$ cat src/pkg/smim_defines.svh
// register map, field positions, reset values and encodings for the input map block
`ifndef SMIM_DEFINES_SVH
`define SMIM_DEFINES_SVH

// gpio population, padded up to the 32-bit input bus
`define SMIM_GPIO_COUNT        30
`define SMIM_BUS_W             32
`define SMIM_BASE_W            5
`define SMIM_INSTR_W           16

// avalon word indices
`define SMIM_ADDR_W            3
`define SMIM_REG_CTRL          3'h0
`define SMIM_REG_IN_BASE       3'h1
`define SMIM_REG_SYNC_BYPASS   3'h2
`define SMIM_REG_FORCED_INSTR  3'h3
`define SMIM_REG_STATUS        3'h4

// field positions
`define SMIM_CTRL_RESTART_BIT  0
`define SMIM_STAT_STALLED_BIT  0
`define SMIM_STAT_LATCH_BIT    1

// reset values
`define SMIM_BYPASS_RST        32'h0000_0000
`define SMIM_BASE_RST          5'h00
`define SMIM_INSTR_RST         16'h0000
`define SMIM_DATA_RST          32'h0000_0000

// no-operation encoding that releases a stalled forced instruction
`define SMIM_INSTR_NOP         16'hA042

`endif

$ cat src/pkg/smim_pkg.sv
// types shared by the input map and forced execution block
package smim_pkg;

  // where an issued instruction came from
  typedef enum logic [1:0] {
    src_mem,
    src_latch,
    src_force
  } smim_src_t;

  // one instruction handed to the execution core
  typedef struct packed {
    logic        valid;
    smim_src_t   src;
    logic [15:0] instr;
    logic        ignore_delay;
    logic        hold_pc;
  } smim_issue_t;

  // shift-out or move execute request from the core
  typedef struct packed {
    logic        valid;
    logic [31:0] data;
  } smim_exec_req_t;

  // avalon request bundle
  typedef struct packed {
    logic        read;
    logic        write;
    logic [2:0]  address;
    logic [31:0] writedata;
  } smim_avs_req_t;

endpackage : smim_pkg

$ cat src/core/smim_core.sv
// input mapping, synchronisers and out-of-band instruction issue
//
// Function
// - input bus bit0 is base pin, rotating upward
// - missing upper gpio positions read as zero
// - absolute pin waits use the unrotated gpio bus
// - every input without its bypass bit set passes a two flop synchroniser
// - per pin bypass mask skips the synchroniser
// - latch, shift-out and forced port feed execution
// - forced write executes at once instead of memory
// - forced instruction never advances the program counter
// - forced instruction ignores delay and clock enable
// - stalled forced instruction latched, retried, flagged stalled
// - restart or forced nop clears the stalled flag
// - shift-out execute runs, produced instruction next cycle
// - latch executes next cycle without pc advance
// - at most one shift-out load per cycle
// - stalled forced instruction overwrites the shared latch
// - low sixteen bits of shifted word execute
// - clock enable low idles the machine except forced issue and stalled retry
`timescale 1ns/1ns
`default_nettype none
`include "smim_defines.svh"

module smim_core (
  // clock and reset
  input  wire logic                   clk_sys,
  input  wire logic                   rst_n,
  // avalon slave
  input  wire smim_pkg::smim_avs_req_t avs_req,
  output logic [31:0]                 avs_readdata,
  output logic                        avs_waitrequest,
  // gpio inputs
  input  wire logic [`SMIM_GPIO_COUNT-1:0] gpio_in,
  // execution core side
  input  wire logic                   clk_en,
  input  wire logic [15:0]            mem_instr,
  input  wire logic                   exec_stall,
  input  wire smim_pkg::smim_exec_req_t out_exec,
  input  wire smim_pkg::smim_exec_req_t mov_exec,
  // to execution core
  output smim_pkg::smim_issue_t       issue_ff,
  output logic [31:0]                 in_bus_ff,
  output logic [31:0]                 gpio_abs_ff,
  output logic                        sm_restart_ff,
  output logic                        forced_instr_stalled_flag
);
  import smim_pkg::*;

  ////////////////////////////////////////////////////////////////////////////
  // helpers

  function automatic logic [31:0] smim_rotr(input logic [31:0] v, input logic [4:0] n);
    logic [63:0] d;
    d = {v, v} >> n;
    return d[31:0];
  endfunction : smim_rotr

  ////////////////////////////////////////////////////////////////////////////
  // avalon slave, one wait cycle per access

  logic                      ack_ff;
  logic                      wait_ff;
  logic [31:0]               rdata_ff;
  logic [`SMIM_BASE_W-1:0]   in_base_ff;
  logic [31:0]               bypass_ff;
  logic [`SMIM_INSTR_W-1:0]  last_forced_ff;
  logic                      stalled_ff;
  logic                      latch_vld_ff;
  logic [`SMIM_INSTR_W-1:0]  latch_ff;

  wire        req_any      = avs_req.read | avs_req.write;
  wire        nxt_ack      = req_any & ~ack_ff;
  wire        wr_commit    = avs_req.write & ack_ff;
  wire        wr_ctrl      = wr_commit & (avs_req.address == `SMIM_REG_CTRL);
  wire        wr_base      = wr_commit & (avs_req.address == `SMIM_REG_IN_BASE);
  wire        wr_bypass    = wr_commit & (avs_req.address == `SMIM_REG_SYNC_BYPASS);
  wire        force_wr     = wr_commit & (avs_req.address == `SMIM_REG_FORCED_INSTR);
  wire        wr_restart   = wr_ctrl & avs_req.writedata[`SMIM_CTRL_RESTART_BIT];
  wire [15:0] force_instr  = avs_req.writedata[`SMIM_INSTR_W-1:0];
  wire        nop_wr       = force_wr & (force_instr == `SMIM_INSTR_NOP);

  logic [31:0] rd_mux;
  always_comb
  begin
    rd_mux = `SMIM_DATA_RST;
    case (avs_req.address)
      `SMIM_REG_IN_BASE:      rd_mux[`SMIM_BASE_W-1:0] = in_base_ff;
      `SMIM_REG_SYNC_BYPASS:  rd_mux = bypass_ff;
      `SMIM_REG_FORCED_INSTR: rd_mux[`SMIM_INSTR_W-1:0] = last_forced_ff;
      `SMIM_REG_STATUS:
      begin
        rd_mux[`SMIM_STAT_STALLED_BIT] = stalled_ff;
        rd_mux[`SMIM_STAT_LATCH_BIT]   = latch_vld_ff;
      end
      default:                rd_mux = `SMIM_DATA_RST;
    endcase
  end

  always_ff @(posedge clk_sys or negedge rst_n)
  begin
    if (!rst_n)
    begin
      ack_ff   <= 1'b0;
      wait_ff  <= 1'b1;
      rdata_ff <= `SMIM_DATA_RST;
    end
    else
    begin
      ack_ff  <= nxt_ack;
      wait_ff <= ~nxt_ack;
      if (nxt_ack & avs_req.read)
        rdata_ff <= rd_mux;
    end
  end

  assign avs_readdata    = rdata_ff;
  assign avs_waitrequest = wait_ff;

  // configuration registers
  always_ff @(posedge clk_sys or negedge rst_n)
  begin
    if (!rst_n)
    begin
      in_base_ff     <= `SMIM_BASE_RST;
      bypass_ff      <= `SMIM_BYPASS_RST;
      last_forced_ff <= `SMIM_INSTR_RST;
      sm_restart_ff  <= 1'b0;
    end
    else
    begin
      if (wr_base)
        in_base_ff <= avs_req.writedata[`SMIM_BASE_W-1:0];
      if (wr_bypass)
        bypass_ff <= avs_req.writedata;
      if (force_wr)
        last_forced_ff <= force_instr;
      sm_restart_ff <= wr_restart;
    end
  end

  ////////////////////////////////////////////////////////////////////////////
  // input path: synchroniser, bypass, padding, rotation

  logic [`SMIM_GPIO_COUNT-1:0] sync1_ff;
  logic [`SMIM_GPIO_COUNT-1:0] sync2_ff;

  wire [`SMIM_GPIO_COUNT-1:0] byp_sel  = bypass_ff[`SMIM_GPIO_COUNT-1:0];
  wire [`SMIM_GPIO_COUNT-1:0] pin_sel  = (byp_sel & gpio_in) | (~byp_sel & sync2_ff);
  wire [31:0]                 pin_pad  = {{(`SMIM_BUS_W-`SMIM_GPIO_COUNT){1'b0}}, pin_sel};
  wire [31:0]                 pin_rot  = smim_rotr(pin_pad, in_base_ff);

  always_ff @(posedge clk_sys or negedge rst_n)
  begin
    if (!rst_n)
    begin
      sync1_ff    <= '0;
      sync2_ff    <= '0;
      gpio_abs_ff <= `SMIM_DATA_RST;
      in_bus_ff   <= `SMIM_DATA_RST;
    end
    else
    begin
      sync1_ff    <= gpio_in;
      sync2_ff    <= sync1_ff;
      gpio_abs_ff <= pin_pad;
      in_bus_ff   <= pin_rot;
    end
  end

  ////////////////////////////////////////////////////////////////////////////
  // instruction latch and issue

  wire cur_force  = issue_ff.valid & (issue_ff.src == src_force);
  wire cur_latch  = issue_ff.valid & (issue_ff.src == src_latch);
  wire fstall     = cur_force & exec_stall;
  wire consumed   = cur_latch & ~exec_stall;
  wire out_load   = issue_ff.valid & out_exec.valid;
  wire mov_load   = issue_ff.valid & mov_exec.valid & ~out_exec.valid;

  logic                     nxt_latch_vld;
  logic [`SMIM_INSTR_W-1:0] nxt_latch;
  logic                     nxt_stalled;
  smim_issue_t              nxt_issue;

  always_comb
  begin
    nxt_latch_vld = latch_vld_ff;
    nxt_latch     = latch_ff;
    if (fstall)
    begin
      nxt_latch_vld = 1'b1;
      nxt_latch     = issue_ff.instr;
    end
    else if (out_load)
    begin
      nxt_latch_vld = 1'b1;
      nxt_latch     = out_exec.data[`SMIM_INSTR_W-1:0];
    end
    else if (mov_load)
    begin
      nxt_latch_vld = 1'b1;
      nxt_latch     = mov_exec.data[`SMIM_INSTR_W-1:0];
    end
    else if (wr_restart | (nop_wr & stalled_ff) | consumed)
      nxt_latch_vld = 1'b0;
  end

  always_comb
  begin
    nxt_stalled = stalled_ff;
    if (fstall)
      nxt_stalled = 1'b1;
    else if (wr_restart | nop_wr | (consumed & stalled_ff))
      nxt_stalled = 1'b0;
  end

  always_comb
  begin
    nxt_issue = '{valid: 1'b0, src: src_mem, instr: `SMIM_INSTR_RST, ignore_delay: 1'b0, hold_pc: 1'b0};
    if (wr_restart)
      nxt_issue.valid = 1'b0;
    else if (force_wr)
    begin
      nxt_issue.valid        = 1'b1;
      nxt_issue.src          = src_force;
      nxt_issue.instr        = force_instr;
      nxt_issue.ignore_delay = 1'b1;
      nxt_issue.hold_pc      = 1'b1;
    end
    else if (nxt_latch_vld & (clk_en | nxt_stalled))
    begin
      nxt_issue.valid        = 1'b1;
      nxt_issue.src          = src_latch;
      nxt_issue.instr        = nxt_latch;
      nxt_issue.ignore_delay = nxt_stalled;
      nxt_issue.hold_pc      = 1'b1;
    end
    else if (clk_en)
    begin
      nxt_issue.valid = 1'b1;
      nxt_issue.instr = mem_instr;
    end
  end

  always_ff @(posedge clk_sys or negedge rst_n)
  begin
    if (!rst_n)
    begin
      latch_vld_ff              <= 1'b0;
      latch_ff                  <= `SMIM_INSTR_RST;
      stalled_ff                <= 1'b0;
      forced_instr_stalled_flag <= 1'b0;
      issue_ff                  <= '{valid: 1'b0, src: src_mem, instr: `SMIM_INSTR_RST,
                                     ignore_delay: 1'b0, hold_pc: 1'b0};
    end
    else
    begin
      latch_vld_ff              <= nxt_latch_vld;
      latch_ff                  <= nxt_latch;
      stalled_ff                <= nxt_stalled;
      forced_instr_stalled_flag <= nxt_stalled;
      issue_ff                  <= nxt_issue;
    end
  end
endmodule : smim_core

`default_nettype wire

$ cat config.mk
export PLATFORM = sky130hd
export DESIGN_NAME = smim_core
export DESIGN_NICKNAME = d
export VERILOG_FILES = /design/src/pkg/smim_pkg.sv /design/src/core/smim_core.sv
export VERILOG_INCLUDE_DIRS = /design/src /design/src/pkg
export SDC_FILE = /design/constraint.sdc
export NUM_CORES = 1
export LEC_CHECK = 0
export BUFFER_PORTS_ARGS = -buffer_cell sky130_fd_sc_hd__buf_2
export CORE_UTILIZATION = 53
export CTS_CLUSTER_DIAMETER = 120
export DETAILED_ROUTE_END_ITERATION = 10
export GPL_ROUTABILITY_DRIVEN = 1
export MAX_ROUTING_LAYER = met4
export PLACE_DENSITY = 0.8
export SETUP_SLACK_MARGIN = 0.02
export SYNTH_ARGS = -nofsm -noshare
export SYNTH_HDL_FRONTEND = slang
export SYNTH_SLANG_ARGS = --single-unit
$ cat constraint.sdc
create_clock -name clk_sys -period 2.2 [get_ports clk_sys]
set_input_delay 0.55 -clock clk_sys [delete_from_list [all_inputs] [get_ports clk_sys]]
set_output_delay 0.55 -clock clk_sys [all_outputs]
set_load 0.02 [all_outputs]
==> results.yml <==
routing:
  first_pass_iters: 5
  drtAntennaViolNets: 0
  post_drt_wl_per_cell_um: 19.5
  post_drt_via_cell_ratio: 5.63
  dr_total_vias: 8128
  totalWireLength_mm: 28.1
  drcViolationCount: 0
  dr.first_iter.drc_count: 440
layout:
  nets: 1312
  layout_common_cells: "248 x dfrtp_1, 237 x buf_2, 94 x nand2_1"
  final_common_cell: "dfrtp_1"
  fin_util_pct: 68.5
  final_area_um2: 13300
  syn2layout_area_growth_pct: 26.6
  final_layout_size_suffix_gt1_share_pct: 36.6
cts:
  htreeDepth: 1
  cts_sinks: 249
  clk_pin_slew_ns: 0.07
  cts_tree: "done"
  cts_max_path_buffers: 3
  ctsRootBufferMaster: "clkbuf_16"
  cts_buffers: 25
  clk_latency_ns: 0.53
critical_path:
  end_kind: "register"
  crit_slowest_cell: "dfrtp_1"
  cp_max_fo: 28
  cp.arrival_ns: 2.49
  start_kind: "register"
  worstRegToRegCells: 8
  crit-reg2reg-launch: "in_base_ff[1]"
  path_class: "reg2reg"
  r2r_setup_slack_ns: 0.15
  path_delay_family: "compound AO/OA/AOI/OAI gates"
  r2r-end: "in_bus_ff[25]"
  critical_path_buf_inv_count: 2
  required_ns: 2.64
  cp_cell_sequence: "buf_4, nand2b_1, buf_12, o22ai_1, a221o_1, a22oi_1, nand2_1, mux2i_1"
  slowest_delay_ns: 0.46
global_routing:
  antenna_found_initial: 2
  grt_use_met3_pct: 4.39
  gr-total-overflow: 0
  use_met1_pct: 34.9
  grt_pass1_vias: 8128
  grt_usage_pct: 28.8
  top_usage_layer: "met2"
  grt_max_degree: 67
  grtUsageMet2_pct: 49.8
  grt_pass1_wl_mm: 43.5
hold_path:
  hp-class: "in2reg"
  hold_depth: 1
  min_to: "sync1_ff[10]"
  holdCritStartpoint: "gpio_in[10]"
placement:
  io_buffers: 238
  hpwl_mm: 20.8
  routabilityCongestion: 0.946
  postPlaceCellArea_um2: 12500
die:
  die_x_um: 143
  die_h_um: 143
  initial_core_util_pct: 54.1
  ios: 273
  row_count: 51
  design.die.area_um2: 20400
  core_um2: 19500
power:
  ir_worst_vdd_v: 0.000793
  switching_share_pct: 34.7
  clockPowerShare_pct: 27.9
  pwr-share-comb_pct: 33.2
  powerDensity_nw_per_um2: 1150
  switchingPower_mw: 5.32
  internal_power_mw: 10.0
  seqPwrFrac_pct: 38.9
  power.leakage_nw: 6.48
yosys:
  ys.warnings.count: 0
  synth_area_um2: 10500
  yosysSeqAreaShare_pct: 59.2
  synth_ff_type: "dfrtp_1"
  synth_edf_count: 0
  ys_ff_latch: 249
  async_flop_share_pct: 100
  syn_avg_cell_area_um2: 11.9
  ys_types: 50
  synthCells: 883
timing:
  rsz0062_at_grt: "yes"
  worst_slew_pin_slew_ns: 0.580
  skew_ns: 0.00887
  min_period_ns: 2.05
  hold_violations: 0
  fin_hold_ws_ns: 0.138
  slew_headroom_pct: 61.3
  slew_violations: 0
  max_freq_mhz: 487
  setup_viol: 0
  fin_crit_sh_pct: 93.2
outcome:
  status: "finished, final reports clean"
run:
  drv_cap: 0
[metal layers]
metal / wire length [µm] / vias up / share of wire, %
met5: 0 / - / 0
li1: - / 3779 / -
met2: 14200 / 319 / 51
met1: 11400 / 3980 / 40
met4: 738 / 0 / 2.6
met3: 1750 / 50 / 6.2
[stage by stage]
step	power (mW)	setup slack [ns]	instances	setup TNS, ns
after floorplan	9.21	0.0215	884	0
after global placement	11.0	-0.128	1396	-1.86
after detailed placement	11.0	-0.211	1396	-2.94
after CTS	15.4	0.0943	1441	0
after global routing	16.1	0.0175	1443	0
final	15.3	0.149	1443	0
[power by group through the flow]
stage	logic, mW	clock network, mW	registers [mW]
2_1_floorplan	2.68	0	6.53
3_3_place_gp	4.95	0	6.00
3_5_place_dp	5.02	0	6.03
4_1_cts	5.06	4.34	5.97
5_1_grt	5.49	4.55	6.07
6_report	5.09	4.28	5.97
[worst reg2reg max path: cells and delay by family (launching register included)]
| kind | cells | cell delay [ns] |
|---|---|---|
| compound gates | 3 | 0.75 |
| flops | 1 | 0.46 |
| buf+inv | 2 | 0.38 |
| simple gates | 2 | 0.22 |
| mux | 1 | 0.15 |
[sequential cells by signal (all words and copies together) (netlist names)]
register	count
sync2_ff	30
sync1_ff	30
avs_waitrequest	1
last_forced_ff	16
stalled_ff	1
bypass_ff	32
in_base_ff	5
latch_vld_ff	1
latch_ff	16
in_bus_ff	32
issue_ff	21
gpio_abs_ff	30
ack_ff	1
sm_restart_ff	1
avs_readdata	32
[cells in the mapped netlist, types with 3 or more instances]
cell type	count	area [µm²]
a21oi_1	38	190
nor2_1	31	116
and2_1	17	106
o22ai_1	17	106
mux2i_1	55	551
a31oi_1	4	25.0
nor4b_1	3	26.3
nand2_1	94	353
inv_1	16	60.1
o221ai_1	20	175
nand2b_1	8	50.1
a22o_1	7	61.3
or2_2	7	43.8
nor2b_1	6	37.5
a21o_1	16	120
clkbuf_1	45	169
o21ai_0	41	205
nor3_1	5	25.0
a22oi_1	54	405
o22a_1	21	184
buf_2	8	40.0
mux2_2	62	698
buf_4	3	22.5
dfrtp_1	248	6210
o21ai_1	5	25.0
a221o_1	20	200
a211oi_1	4	30.0
[cells by family after synthesis]
group | count (synthesis) | synth area share, %
AOI/OAI and AO/OA | 254 | 17.1
DFF | 249 | 59.2
and+or+nand+nor | 184 | 8.41
muxes | 118 | 12.1
buffers and inverters | 77 | 3.09
other | 1 | 0.0356
[worst max-delay path by stage]
stage | startpoint | to | cells past startpoint
after detailed placement | avs_req[6] | issue_ff[15] | 8
after floorplan | avs_req[33] | issue_ff[10] | 8
after global routing | in_base_ff[1] | in_bus_ff[3] | 8
final | in_base_ff[1] | in_bus_ff[25] | 8
after CTS | in_base_ff[0] | in_bus_ff[1] | 5
after global placement | avs_req[6] | issue_ff[17] | 8
[area by class of cell]
class	count	area [µm²]
clock inverters	9	119
flip-flops and latches	249	6230
clock buffers	35	713
fillers	1405	6140
well taps	265	332
repair buffers	308	1830
inverters	17	63.8
diodes	2	5.00
multi-input cells	558	4030
[what timing repair did]
item	CTS	global route
setup buffers	0	0
resized for setup	0	3
setup endpoints to repair	0	6
hold buffers	1	0
endpoints found under the hold margin	1	0
No activity file was read; power rests on OpenSTA's default activity.
